--- src/lpcs_regs.svh ---
// register indices, field positions, reset values and interval counts
`ifndef LPCS_REGS_SVH
`define LPCS_REGS_SVH

// register word indices; byte address is four times the index
`define LPCS_IDX_CTRL        10'h06e
`define LPCS_IDX_GAIN        10'h07a
`define LPCS_IDX_BANDGAP     10'h07c
`define LPCS_IDX_TERM_A      10'h07e
`define LPCS_IDX_TERM_B      10'h07f
`define LPCS_IDX_MODE        10'h090
`define LPCS_IDX_STATUS      10'h091

// lowpower_cal_control fields
`define LPCS_CTRL_SLEEP_HI   7
`define LPCS_CTRL_SLEEP_LO   5
`define LPCS_CTRL_WAKE_HI    4
`define LPCS_CTRL_WAKE_LO    3
`define LPCS_CTRL_TRIGSEL    1
`define LPCS_CTRL_ENABLE     0
`define LPCS_CTRL_RESET      8'h88

// mode register fields
`define LPCS_MODE_BGCAL      0
`define LPCS_MODE_SRCSEL     1
`define LPCS_MODE_SOFTTRIG   2
`define LPCS_MODE_RESET      8'h04

// band-gap trim field top bit; field is bits 3:0
`define LPCS_BG_HI           3

// trim reset value before the fuse load
`define LPCS_TRIM_RESET      8'h00

// interval counts in device clock cycles
`define LPCS_CNT_W           41
`define LPCS_CYC_MIN         41'd1152

`endif

--- src/lpcs_dummy_end.sv ---
`default_nettype wire

--- src/lpcs_pkg.sv ---
// types shared by the calibration scheduler and trim bank
package lpcs_pkg;

    typedef enum logic [1:0] {
        LPCS_IDLE   = 2'b00,
        LPCS_SLEEP  = 2'b01,
        LPCS_SETTLE = 2'b10,
        LPCS_CAL    = 2'b11
    } lpcs_state_e;

    typedef logic [1:0] lpcs_trim_idx_t;

endpackage

--- src/lpcs_fuse_rom.sv ---
// factory fuse memory holding the four trim values, registered read
`timescale 1ns/10ps
`default_nettype none

module lpcs_fuse_rom #(
    parameter logic [7:0] FUSE_GAIN    = 8'h00, // arbitrary factory value
    parameter logic [7:0] FUSE_BANDGAP = 8'h00, // arbitrary factory value
    parameter logic [7:0] FUSE_TERM_A  = 8'h00, // arbitrary factory value
    parameter logic [7:0] FUSE_TERM_B  = 8'h00  // arbitrary factory value
) (
    input  wire logic                   pclk,
    input  wire logic                   presetn,
    input  wire logic                   ce,
    input  wire logic                   rd_en,
    input  wire lpcs_pkg::lpcs_trim_idx_t addr,
    output logic [7:0]                  rdata
);

    logic [7:0] word;

    // fuse contents selected by address
    assign word = (addr == 2'h0) ? FUSE_GAIN :
                  (addr == 2'h1) ? FUSE_BANDGAP :
                  (addr == 2'h2) ? FUSE_TERM_A : FUSE_TERM_B;

    // read data register
    always_ff @(posedge pclk or negedge presetn) begin
        if (!presetn) begin
            rdata <= 8'h00;
        end else if (ce && rd_en) begin
            rdata <= word;
        end
    end

endmodule
`default_nettype wire

--- src/lpcs_interval_timer.sv ---
// interval counter that flags the last cycle of a programmed span
`timescale 1ns/10ps
`default_nettype none
`include "lpcs_regs.svh"

module lpcs_interval_timer (
    input  wire logic                    pclk,
    input  wire logic                    presetn,
    input  wire logic                    ce,
    input  wire logic                    clear,
    input  wire logic [`LPCS_CNT_W-1:0]  limit,
    output logic                         expired
);

    logic [`LPCS_CNT_W-1:0] count_reg;

    // last cycle of a span of limit cycles
    assign expired = (count_reg == limit - `LPCS_CNT_W'd1);

    // count from zero, hold at the end
    always_ff @(posedge pclk or negedge presetn) begin
        if (!presetn) begin
            count_reg <= '0;
        end else if (ce) begin
            if (clear) begin
                count_reg <= '0;
            end else if (!expired) begin
                count_reg <= count_reg + `LPCS_CNT_W'd1;
            end
        end
    end

endmodule
`default_nettype wire

--- src/lpcs_cal_sched.sv ---
// low-power calibration scheduler and fuse-loaded trim bank, apb slave
// Notes on behaviour
// RULE1: sleep code 0..7 sets sleep span, 1,152 up to 1,099,511,627,904 cycles.
// RULE2: sleep span counts only when enabled and trigger-sleep is off.
// RULE3: software keeps sleep code at 4 or above; reset value is 4.
// RULE4: wake code 0..3 sets settle span before calibration while enabled.
// RULE5: software avoids wake code 0; reset value is 1.
// RULE6: trigger-sleep off: sleep ends when the sleep span runs out.
// RULE7: trigger-sleep on: asleep while trigger high, wakes while trigger low.
// RULE8: enable resets to 0; works only with background calibration mode.
// RULE9: software writes reserved bits only with their reset value.
// RULE10: one gain trim drives all cores; full scale set elsewhere.
// RULE11: band-gap trim is a 4-bit read-write field in bits 3:0.
// RULE12: trims load from fuses after reset, then read and write freely.
// RULE13: channel a and b termination trims are separate 8-bit registers.
// RULE14: trigger comes from software bit when select is 0, else pin.
// RULE15: counters restart when disabled or trigger-sleep select changes.
`timescale 1ns/10ps
`default_nettype none
`include "lpcs_regs.svh"

module lpcs_cal_sched #(
    parameter logic [`LPCS_CNT_W-1:0] SLEEP_CYC_1 = 41'd4194432,
    parameter logic [`LPCS_CNT_W-1:0] SLEEP_CYC_2 = 41'd33554560,
    parameter logic [`LPCS_CNT_W-1:0] SLEEP_CYC_3 = 41'd268435584,
    parameter logic [`LPCS_CNT_W-1:0] SLEEP_CYC_4 = 41'd2147483776,
    parameter logic [`LPCS_CNT_W-1:0] SLEEP_CYC_5 = 41'd17179869312,
    parameter logic [`LPCS_CNT_W-1:0] SLEEP_CYC_6 = 41'd137438953600,
    parameter logic [`LPCS_CNT_W-1:0] SLEEP_CYC_7 = 41'd1099511627904,
    parameter logic [`LPCS_CNT_W-1:0] WAKE_CYC_1  = 41'd33554560,
    parameter logic [`LPCS_CNT_W-1:0] WAKE_CYC_2  = 41'd268435584,
    parameter logic [`LPCS_CNT_W-1:0] WAKE_CYC_3  = 41'd2147483776,
    parameter logic [7:0]             FUSE_GAIN    = 8'h00, // arbitrary
    parameter logic [7:0]             FUSE_BANDGAP = 8'h00, // arbitrary
    parameter logic [7:0]             FUSE_TERM_A  = 8'h00, // arbitrary
    parameter logic [7:0]             FUSE_TERM_B  = 8'h00  // arbitrary
) (
    input  wire logic        pclk,
    input  wire logic        presetn,
    input  wire logic        ce,
    input  wire logic        psel,
    input  wire logic        penable,
    input  wire logic        pwrite,
    input  wire logic [11:0] paddr,
    input  wire logic [31:0] pwdata,
    output logic [31:0]      prdata,
    output logic             pready,
    output logic             pslverr,
    input  wire logic        cal_trigger_pin,
    input  wire logic        cal_done,
    output logic             core_sleep,
    output logic             cal_start,
    output logic [7:0]       gain_trim_out,
    output logic [3:0]       bandgap_trim_out,
    output logic [7:0]       term_trim_a_out,
    output logic [7:0]       term_trim_b_out
);

    // ------------------------------------------------------------
    // registers and state
    // ------------------------------------------------------------
    logic [7:0]            ctrl_reg;
    logic [7:0]            mode_reg;
    logic [7:0]            trim_reg [4];
    logic [31:0]           prdata_reg;
    logic                  trig_meta_reg;
    logic                  trig_sync_reg;
    logic                  trigsel_prev_reg;
    logic                  cal_start_reg;
    logic                  loading_reg;
    logic                  busy_reg;
    logic [2:0]            ld_cnt_reg;
    logic                  ld_pend_reg;
    lpcs_pkg::lpcs_trim_idx_t ld_idx_reg;
    lpcs_pkg::lpcs_state_e state_reg;
    lpcs_pkg::lpcs_state_e state_next;

    // ------------------------------------------------------------
    // apb decode
    // ------------------------------------------------------------
    logic [9:0]  word_idx;
    logic        aligned;
    logic        hit_ctrl, hit_gain, hit_bg, hit_ta, hit_tb, hit_mode, hit_stat;
    logic        hit;
    logic        acc_done;
    logic        wr_en;
    logic [31:0] rd_word;
    logic [7:0]  status_byte;

    // word index and per-register hits
    assign word_idx = paddr[11:2];
    assign aligned  = (paddr[1:0] == 2'b00);
    assign hit_ctrl = aligned && (word_idx == `LPCS_IDX_CTRL);
    assign hit_gain = aligned && (word_idx == `LPCS_IDX_GAIN);
    assign hit_bg   = aligned && (word_idx == `LPCS_IDX_BANDGAP);
    assign hit_ta   = aligned && (word_idx == `LPCS_IDX_TERM_A);
    assign hit_tb   = aligned && (word_idx == `LPCS_IDX_TERM_B);
    assign hit_mode = aligned && (word_idx == `LPCS_IDX_MODE);
    assign hit_stat = aligned && (word_idx == `LPCS_IDX_STATUS);
    assign hit      = hit_ctrl | hit_gain | hit_bg | hit_ta | hit_tb | hit_mode | hit_stat;

    // wait states while fuses load, one cycle after, and while ce is low
    assign pready   = !loading_reg && !busy_reg && ce;
    assign acc_done = psel && penable && pready && ce;
    assign wr_en    = acc_done && pwrite && hit;
    assign pslverr  = psel && penable && pready && !hit;
    assign prdata   = prdata_reg;

    // read mux, bits 31:8 and unmapped words read zero; reserved bits read back as stored
    assign status_byte = {4'h0, state_reg, core_sleep, loading_reg};
    assign rd_word = hit_ctrl ? {24'h0, ctrl_reg} :
                     hit_gain ? {24'h0, trim_reg[0]} :
                     hit_bg   ? {24'h0, trim_reg[1]} :
                     hit_ta   ? {24'h0, trim_reg[2]} :
                     hit_tb   ? {24'h0, trim_reg[3]} :
                     hit_mode ? {24'h0, mode_reg} :
                     hit_stat ? {24'h0, status_byte} : 32'h0;

    // read data captured every selected cycle
    always_ff @(posedge pclk or negedge presetn) begin
        if (!presetn) begin
            prdata_reg <= 32'h0;
        end else if (ce && psel) begin
            prdata_reg <= rd_word;
        end
    end

    // ------------------------------------------------------------
    // fuse load after reset
    // ------------------------------------------------------------
    logic       ld_issue;
    logic [7:0] fuse_rdata;

    assign ld_issue = loading_reg && (ld_cnt_reg != 3'h4);

    lpcs_fuse_rom #(
        .FUSE_GAIN    (FUSE_GAIN),
        .FUSE_BANDGAP (FUSE_BANDGAP),
        .FUSE_TERM_A  (FUSE_TERM_A),
        .FUSE_TERM_B  (FUSE_TERM_B)
    ) u_fuse (
        .pclk    (pclk),
        .presetn (presetn),
        .ce      (ce),
        .rd_en   (ld_issue),
        .addr    (ld_cnt_reg[1:0]),
        .rdata   (fuse_rdata)
    );

    // sequence four fuse reads, then open the bus
    always_ff @(posedge pclk or negedge presetn) begin
        if (!presetn) begin
            loading_reg <= 1'b1;
            busy_reg    <= 1'b1;
            ld_cnt_reg  <= 3'h0;
            ld_pend_reg <= 1'b0;
            ld_idx_reg  <= 2'h0;
        end else if (ce) begin
            busy_reg    <= loading_reg;
            ld_pend_reg <= ld_issue;
            ld_idx_reg  <= ld_cnt_reg[1:0];
            if (ld_issue) begin
                ld_cnt_reg <= ld_cnt_reg + 3'h1;
            end
            if (ld_pend_reg && ld_idx_reg == 2'h3) begin
                loading_reg <= 1'b0;
            end
        end
    end

    // trim bank: fuse values first, software afterwards
    always_ff @(posedge pclk or negedge presetn) begin
        if (!presetn) begin
            for (int i = 0; i < 4; i++) begin
                trim_reg[i] <= `LPCS_TRIM_RESET;
            end
        end else if (ce) begin
            if (ld_pend_reg) begin
                trim_reg[ld_idx_reg] <= fuse_rdata; // RULE12
            end else if (wr_en && hit_gain) begin
                trim_reg[0] <= pwdata[7:0]; // RULE10
            end else if (wr_en && hit_bg) begin
                trim_reg[1] <= pwdata[7:0]; // RULE11
            end else if (wr_en && hit_ta) begin
                trim_reg[2] <= pwdata[7:0]; // RULE13
            end else if (wr_en && hit_tb) begin
                trim_reg[3] <= pwdata[7:0]; // RULE13
            end
        end
    end

    // trims drive the analog side from their registers
    assign gain_trim_out    = trim_reg[0]; // RULE10
    assign bandgap_trim_out = trim_reg[1][`LPCS_BG_HI:0]; // RULE11
    assign term_trim_a_out  = trim_reg[2]; // RULE13
    assign term_trim_b_out  = trim_reg[3]; // RULE13

    // control and mode registers, reserved bits stored as written
    always_ff @(posedge pclk or negedge presetn) begin
        if (!presetn) begin
            ctrl_reg <= `LPCS_CTRL_RESET; // RULE3 RULE5 RULE8
            mode_reg <= `LPCS_MODE_RESET;
        end else if (ce) begin
            if (wr_en && hit_ctrl) begin
                ctrl_reg <= pwdata[7:0];
            end
            if (wr_en && hit_mode) begin
                mode_reg <= pwdata[7:0];
            end
        end
    end

    // ------------------------------------------------------------
    // trigger path
    // ------------------------------------------------------------
    logic cal_trigger;
    logic trig_mode;
    logic active;
    logic restart;

    // pin synchroniser
    always_ff @(posedge pclk or negedge presetn) begin
        if (!presetn) begin
            trig_meta_reg <= 1'b0;
            trig_sync_reg <= 1'b0;
        end else if (ce) begin
            trig_meta_reg <= cal_trigger_pin;
            trig_sync_reg <= trig_meta_reg;
        end
    end

    // source select, enable gating and restart
    assign cal_trigger = mode_reg[`LPCS_MODE_SRCSEL] ? trig_sync_reg
                                                     : mode_reg[`LPCS_MODE_SOFTTRIG]; // RULE14
    assign trig_mode = ctrl_reg[`LPCS_CTRL_TRIGSEL];
    assign active    = ctrl_reg[`LPCS_CTRL_ENABLE] && mode_reg[`LPCS_MODE_BGCAL]; // RULE8
    assign restart   = !active || (trig_mode != trigsel_prev_reg); // RULE15

    // ------------------------------------------------------------
    // scheduler
    // ------------------------------------------------------------
    logic [`LPCS_CNT_W-1:0] sleep_limit;
    logic [`LPCS_CNT_W-1:0] wake_limit;
    logic [`LPCS_CNT_W-1:0] span_limit;
    logic                   span_expired;
    logic                   span_clear;

    // sleep span per code
    function automatic logic [`LPCS_CNT_W-1:0] sleep_cycles(input logic [2:0] code);
        unique case (code)
            3'h0: sleep_cycles = `LPCS_CYC_MIN;
            3'h1: sleep_cycles = SLEEP_CYC_1;
            3'h2: sleep_cycles = SLEEP_CYC_2;
            3'h3: sleep_cycles = SLEEP_CYC_3;
            3'h4: sleep_cycles = SLEEP_CYC_4;
            3'h5: sleep_cycles = SLEEP_CYC_5;
            3'h6: sleep_cycles = SLEEP_CYC_6;
            3'h7: sleep_cycles = SLEEP_CYC_7;
        endcase
    endfunction

    // settle span per code
    function automatic logic [`LPCS_CNT_W-1:0] wake_cycles(input logic [1:0] code);
        unique case (code)
            2'h0: wake_cycles = `LPCS_CYC_MIN;
            2'h1: wake_cycles = WAKE_CYC_1;
            2'h2: wake_cycles = WAKE_CYC_2;
            2'h3: wake_cycles = WAKE_CYC_3;
        endcase
    endfunction

    // one counter serves sleep and settle spans
    assign sleep_limit = sleep_cycles(ctrl_reg[`LPCS_CTRL_SLEEP_HI:`LPCS_CTRL_SLEEP_LO]); // RULE1
    assign wake_limit  = wake_cycles(ctrl_reg[`LPCS_CTRL_WAKE_HI:`LPCS_CTRL_WAKE_LO]); // RULE4
    assign span_limit  = (state_reg == lpcs_pkg::LPCS_SETTLE) ? wake_limit : sleep_limit;
    assign span_clear  = restart || (state_next != state_reg); // RULE15

    lpcs_interval_timer u_timer (
        .pclk    (pclk),
        .presetn (presetn),
        .ce      (ce),
        .clear   (span_clear),
        .limit   (span_limit),
        .expired (span_expired)
    );

    // next state
    always_comb begin
        state_next = state_reg;
        unique case (state_reg)
            lpcs_pkg::LPCS_IDLE: begin
                state_next = lpcs_pkg::LPCS_SLEEP;
            end
            lpcs_pkg::LPCS_SLEEP: begin
                if (trig_mode) begin
                    if (!cal_trigger) begin
                        state_next = lpcs_pkg::LPCS_SETTLE; // RULE7
                    end
                end else if (span_expired) begin
                    state_next = lpcs_pkg::LPCS_SETTLE; // RULE2 RULE6
                end
            end
            lpcs_pkg::LPCS_SETTLE: begin
                if (span_expired) begin
                    state_next = lpcs_pkg::LPCS_CAL; // RULE4
                end
            end
            lpcs_pkg::LPCS_CAL: begin
                if (cal_done) begin
                    state_next = lpcs_pkg::LPCS_SLEEP;
                end
            end
        endcase
        if (restart) begin
            state_next = lpcs_pkg::LPCS_IDLE; // RULE15
        end
    end

    // state, select history and calibration start pulse
    always_ff @(posedge pclk or negedge presetn) begin
        if (!presetn) begin
            state_reg        <= lpcs_pkg::LPCS_IDLE;
            trigsel_prev_reg <= 1'b0;
            cal_start_reg    <= 1'b0;
        end else if (ce) begin
            state_reg        <= state_next;
            trigsel_prev_reg <= trig_mode;
            cal_start_reg    <= (state_next == lpcs_pkg::LPCS_CAL) && (state_reg != lpcs_pkg::LPCS_CAL);
        end
    end

    assign core_sleep = (state_reg == lpcs_pkg::LPCS_SLEEP);
    assign cal_start  = cal_start_reg;
endmodule
`default_nettype wire

--- config.mk ---
export PLATFORM = sky130hd
export DESIGN_NAME = lpcs_cal_sched
export DESIGN_NICKNAME = d
export VERILOG_FILES = /design/src/lpcs_dummy_end.sv /design/src/lpcs_pkg.sv /design/src/lpcs_fuse_rom.sv /design/src/lpcs_interval_timer.sv /design/src/lpcs_cal_sched.sv
export VERILOG_INCLUDE_DIRS = /design/src
export SDC_FILE = /design/constraint.sdc
export NUM_CORES = 1
export LEC_CHECK = 0
export BUFFER_PORTS_ARGS = -buffer_cell sky130_fd_sc_hd__buf_2
export CAP_MARGIN = 20
export CORE_MARGIN = 1
export CORE_UTILIZATION = 35
export CTS_CLUSTER_SIZE = 14
export DETAILED_ROUTE_END_ITERATION = 12
export GPL_TIMING_DRIVEN = 0
export PLACE_DENSITY_LB_ADDON = 0.25
export SYNTH_ARGS = -nofsm -noshare
export SYNTH_HDL_FRONTEND = slang
export SYNTH_SLANG_ARGS = --single-unit
--- constraint.sdc ---
create_clock -name pclk -period 8.5 [get_ports pclk]
set_input_delay 1.7 -clock pclk [delete_from_list [all_inputs] [get_ports pclk]]
set_output_delay 1.7 -clock pclk [all_outputs]
set_load 0.05 [all_outputs]
# Word level (Yosys, flattened, before mapping)

Memories as Yosys holds them, arrays and structs flattened.
Cells that the tools add are included.

Register bits after elaboration: 135
Latch bits: 0
RAM bits: 0
Bits in read-only memories: 64
Input port bits: 52
Output and inout port bits: 64
Logic and storage cells: 135
Memories kept: 1

Add/sub/neg operators: 3
Multiply operators: 0
Div/mod/pow operators: 0
Magnitude comparators: 2
Equal/unequal tests: 24
Shift operators: 0
Mux-type cells: 29
Bitwise operators: 9
Reductions and logical operators: 49

Memories:

| memory          | depth | bits a word | read ports | clocked after memory_dff | write ports | line                  | RTL |
|---|---|---|---|---|---|---|---|
| (no name shown) | 8     | 8           | 1          | 0                        | 0           | lpcs_cal_sched.sv:250 | `unique case (code)` |

Operator list:

| cell                  | number |
|---|---|
| $pmux 41 s4           | 1 |
| $mux 41               | 3 |
| $mux 8                | 12 |
| $eq 10x7->1 const B   | 5 |
| $add 41x1->41 const B | 1 |
| $eq 41x41->1          | 1 |
| $sub 41x1->41 const B | 1 |
| $and 32x32->32        | 1 |
| $mux 32               | 1 |
| $not 32->32           | 1 |
| $logic_and 1x1->1     | 27 |
| $mux 24               | 1 |
| $eq 10x8->1 const B   | 2 |
| $demux 8 s2           | 1 |
| $mux 16               | 1 |
| $eq 2x2->1 const B    | 6 |
| $mux 2                | 6 |
| $reduce_and 2->1      | 6 |
| $ne 2x2->1 const B    | 4 |
| $pmux 2 s4            | 1 |
| $reduce_bool 2->1     | 4 |
| $logic_not 2->1       | 3 |
| $or 1x1->1            | 6 |
| $reduce_and 5->1      | 1 |
| 15 further kinds      | 20 |

# Depth between registers and ports, before layout

Depth in word-level cells: 15
Gate-level depth with buffers: 10
Mapped depth without buffers: 7

# Modules after synthesis

A second synthesis with hierarchy kept.

Cells, all modules: 1,060
Area, all modules: 8,738.4 um^2

Modules (own cells, without submodules):

| module              | instances | cells an instance | area each (um^2) |
|---|---|---|---|
| lpcs_interval_timer | 1         | 582               | 4,405.5 |
| lpcs_cal_sched      | 1         | 469               | 4,269.1 |
| lpcs_fuse_rom       | 1         | 9                 | 63.8 |

# Worst setup path after synthesis

No wires, ideal clock.

Path kind: input -> output
Start: in ce
End: out pslverr
Arrival: 4.688 ns
Data required time: 6.800 ns
Path slack: 2.112 ns
Stages: 5
Path buffers: 0
Cell sequence: inv_1 -> nor3_1 -> and2_1 -> nand4b_1 -> nor4_1

Word-level cells in the longest chain between the ends: 3

Ends and longest elaborated chain:

| element                         | line                  | RTL |
|---|---|---|
| start: declaration              | lpcs_cal_sched.sv:40  | `input wire logic ce,` |
| $logic_and 1x1->1               | lpcs_cal_sched.sv:103 | `assign pready = !loading_reg && !busy_reg && ce;` |
| net pready                      | lpcs_cal_sched.sv:47  | `output logic pready,` |
| $logic_and 1x1->1 (2 in series) | lpcs_cal_sched.sv:106 | `assign pslverr = psel && penable && pready && !hit;` |
| end: declaration                | lpcs_cal_sched.sv:48  | `output logic pslverr,` |

The timed path passes the listed nets, and every way through them passes these cells.

# Final worst setup path

Start: in paddr[1]
End: out pslverr

Word-level cells in the longest chain between the ends: 10
Elaborated cells between the ends (all ways): 16
Classes of those cells: bitwise: 6; reduce/logical: 10

Ends and longest elaborated chain:

| element                                     | line                                       | RTL |
|---|---|---|
| start: declaration                          | lpcs_cal_sched.sv:44                       | `input wire logic [11:0] paddr,` |
| $logic_not 2->1 (*)                         | lpcs_cal_sched.sv:92                       | `assign aligned = (paddr[1:0] == 2'b00);` |
| $logic_and 1x1->1, on equally long branches | lpcs_cal_sched.sv:93, lpcs_cal_sched.sv:94 |  |
| $or 1x1->1 (5 in series)                    | lpcs_cal_sched.sv:100                      | `assign hit = hit_ctrl \| hit_gain \| hit_bg \| hit_ta \| hit_tb \| hit_mode \| hit_stat;` |
| $or 1x1->1 (*)                              | lpcs_cal_sched.sv:100                      |  |
| $logic_not 1->1 (*)                         | lpcs_cal_sched.sv:106                      |  |
| $logic_and 1x1->1 (*)                       | lpcs_cal_sched.sv:106                      |  |

Mark *: on every way between the ends. The rest lies on a longest branch, timed or not.

==> results.ini <==
[run_status]
status = complete, no violations

[yosys]
synth-edff-count = 0
syn_inst = 717
synth-xor-area-share_pct = 0.787
ys_warn_count = 0
netlist_area_um2 = 6680
synth_compound_area_share_pct = 18.5
synth_top_area_cell = dfrtp_1
ys.flop_type = dfrtp_1
synthArstFlopShare_pct = 100
yosys.area_share.adder_pct = 0.562
ys_ff_latch = 111
syn_area_per_cell_um2 = 9.32
seq_area_frac_synth_pct = 41.7
synthMuxAreaShare_pct = 6.76
synth_top_family_by_area = simple AND/OR/NAND/NOR gates
yosys.cell_types.count = 66
synthSimpleGateAreaFrac_pct = 22.0
synth_top_area_share_pct = 39.7
synthTopCellsByArea = dfrtp_1 (40%), buf_4 (6.0%), mux2_2 (4.2%)

[drt]
vias = 6069
ant_nets = 0
avgRoutedWirePerCell_um = 18.6
viasPerCell = 5.74
drc = 0
routed_wl_um = 19700
drtPass1Iterations = 6
drtIter0Drc = 465

[clock_network]
postCtsSetupRepairBufs = 0
ctsHoldBuffers = 0
root_buffer = clkbuf_16
cts_buffers = 9
cts_resized = 0
clockBufferDepth = 2
clkSlewWorstSetupHoldPaths_ns = 0.07
h-tree-depth = 3
insertion_delay_ns = 0.37
cts_sinks = 111
cts_tree = done

[floorplan]
dieArea_um2 = 19600
start_util_pct = 35.7
coreArea_um2 = 18700
ioPinCount = 116
rows = 50
fp.dieH_um = 140
dieWidth_um = 140

[placement]
dp_slack_ns = 2.72
gp_congestion = 0.903
dp.cells = 1041
dp_hpwl_um = 14100
portBuffers = 66

[flow_run]
cap_violations = 0

[power]
power.leakage_nw = 3.30
ir_worst_vdd_uv = 96.7
p_per_area_nw_per_um2 = 142
p_total_mw = 1.10

[setup_path]
cp.required_ns = 6.80
worstSetupEndpointType = output port
critical_path_class = input pin to output port
worstPathMaxFanout = 8
start_kind = input pin
worstPathArrival_ns = 4.09

[layout]
fin_nets = 874
largest_reg_flops = 41
drive_gt1_share_pct = 22.8
diodes = 0
area_growth_pct = 16.1
final_cells = 1058

[timing]
fin_crit_sh_pct = 68.1
rsz0062_at_grt = false
hold_viol = 0
fin_skew_ns = 0.0132
finalMaxSlewViolations = 0
max_clock_freq_mhz = 173
tns_ns = 0
slew_headroom_pct = 34.5
finalSetupViolations = 0
postLayoutSetupSlackWorst_ns = 2.71
worstMarginPinSlew_ns = 0.971
timing.final.crit_period_ns = 5.79

[min_path]
min_path_type = flip-flop to flip-flop

[global_routing]
grt_pass1_wl_um = 31600
overflow = 0
antenna_found_initial = 0
grt_pass1_vias = 5466
grtUsageTotal_pct = 20.8
grt_start_max_net_pins = 63

-- area by class of cell --
cell class / instances / area [µm²]
Fill cell: 1883 / 10900
Multi-Input combinational cell: 520 / 3340
Sequential cell: 111 / 2780
Buffer: 90 / 574
Timing Repair Buffer: 68 / 369
Tap cell: 234 / 293
Clock buffer: 9 / 225
Clock inverter: 7 / 104
Inverter: 19 / 71.3
-- critical path: stages --
cell,delay [ns]
buf_2,0.09
or4_1,0.51
clkbuf_1,0.17
or4_1,0.55
or3b_1,0.39
clkbuf_1,0.23
nand4b_1,0.15
nor4_1,0.06
buf_2,0.24
-- cells by family (layout without fill, tap and decap cells) --
kind of cell,after synthesis,count (layout)
mux,42,42
fa+ha+maj,3,3
compound gates,188,188
other cells,1,24
xor+xnor,6,6
flops,111,111
simple gates,257,257
buf+inv,109,193
-- per-stage QoR --
| stage | hold WS [ns] | instance area [µm²] | util, % |
|---|---|---|---|
| 4_1_cts | 0.491 | 7750 | 41.4 |
| 2_1_floorplan | 0.468 | 6770 | - |
| 5_1_grt | 0.526 | 7760 | 41.5 |
| 6_report | 0.483 | 7760 | 41.5 |
| 3_5_place_dp | 0.473 | 7420 | 39.7 |
| 3_3_place_gp | 0.477 | 7390 | 39.5 |
-- where the power goes --
group / internal [mW] / leakage, nW / switching [mW]
logic: 0.0233 / 1.71 / 0.0701
registers: 0.529 / 1.44 / 0.00117
clock network: 0.263 / 0.154 / 0.217
-- placed cells by master, fill, tap and decap left out, types with 5 or more instances in the layout --
cell / netlist / routed
dfrtp_1: 106 / 106
buf_2: 6 / 72
nand2_1: 61 / 61
buf_4: 53 / 53
a21oi_1: 41 / 41
o21ai_0: 39 / 39
nand3_1: 34 / 34
mux2_2: 25 / 25
clkbuf_1: 25 / 25
conb_1: 1 / 24
or4_1: 23 / 23
nand4_1: 21 / 21
nor3_1: 19 / 19
a22o_1: 19 / 19
inv_1: 19 / 19
o31ai_1: 18 / 18
or3_1: 18 / 18
mux2i_1: 17 / 17
nor4_1: 16 / 16
nor2_1: 14 / 14
o21ai_1: 13 / 13
a31oi_1: 10 / 10
clkbuf_16: 0 / 9
and3_1: 7 / 7
a21o_1: 6 / 6
a22oi_1: 6 / 6
nor2b_1: 6 / 6
nand4b_1: 5 / 5
buf_6: 4 / 5
dfstp_2: 5 / 5
-- cell usage after synthesis, types with 17 or more instances --
library cell and n:
dfrtp_1 106, a22o_1 19, inv_1 19, buf_4 53, mux2i_1 17, or3_1 18, nand2_1 61, or4_1 23
a21oi_1 41, o31ai_1 18, nand3_1 34, clkbuf_1 25, mux2_2 25, nand4_1 21, nor3_1 19, o21ai_0 39
-- layer usage --
metal / share of wire [%] / vias up / wire, µm / track usage, %
met1: 47 / 2934 / 9300 / 30.4
li1: - / 2840 / - / -
met4: 2.5 / 0 / 483 / 6.82
met5: 0 / - / 0 / 0
met2: 44 / 262 / 8660 / 31.4
met3: 6.4 / 33 / 1270 / 3.04
-- worst paths after layout --
check / startpoint / end / slack [ns] / cells past startpoint
max: paddr[1] / pslverr / 2.71 / 9
min in group asynchronous: presetn / prdata[6]$_DFFE_PN0P_ / 1.28 / 1
min reg2reg: prdata[6]$_DFFE_PN0P_ / prdata[6]$_DFFE_PN0P_ / 0.48 / 2
min: prdata[6]$_DFFE_PN0P_ / prdata[6]$_DFFE_PN0P_ / 0.48 / 2
max reg2reg: u_timer.count_reg[0]$_DFFE_PN0P_ / u_timer.count_reg[22]$_DFFE_PN0P_ / 4.94 / 9
max in group asynchronous: presetn / loading_reg$_DFFE_PN1P_ / 6.48 / 2
Power figures use the tool's default switching activity.
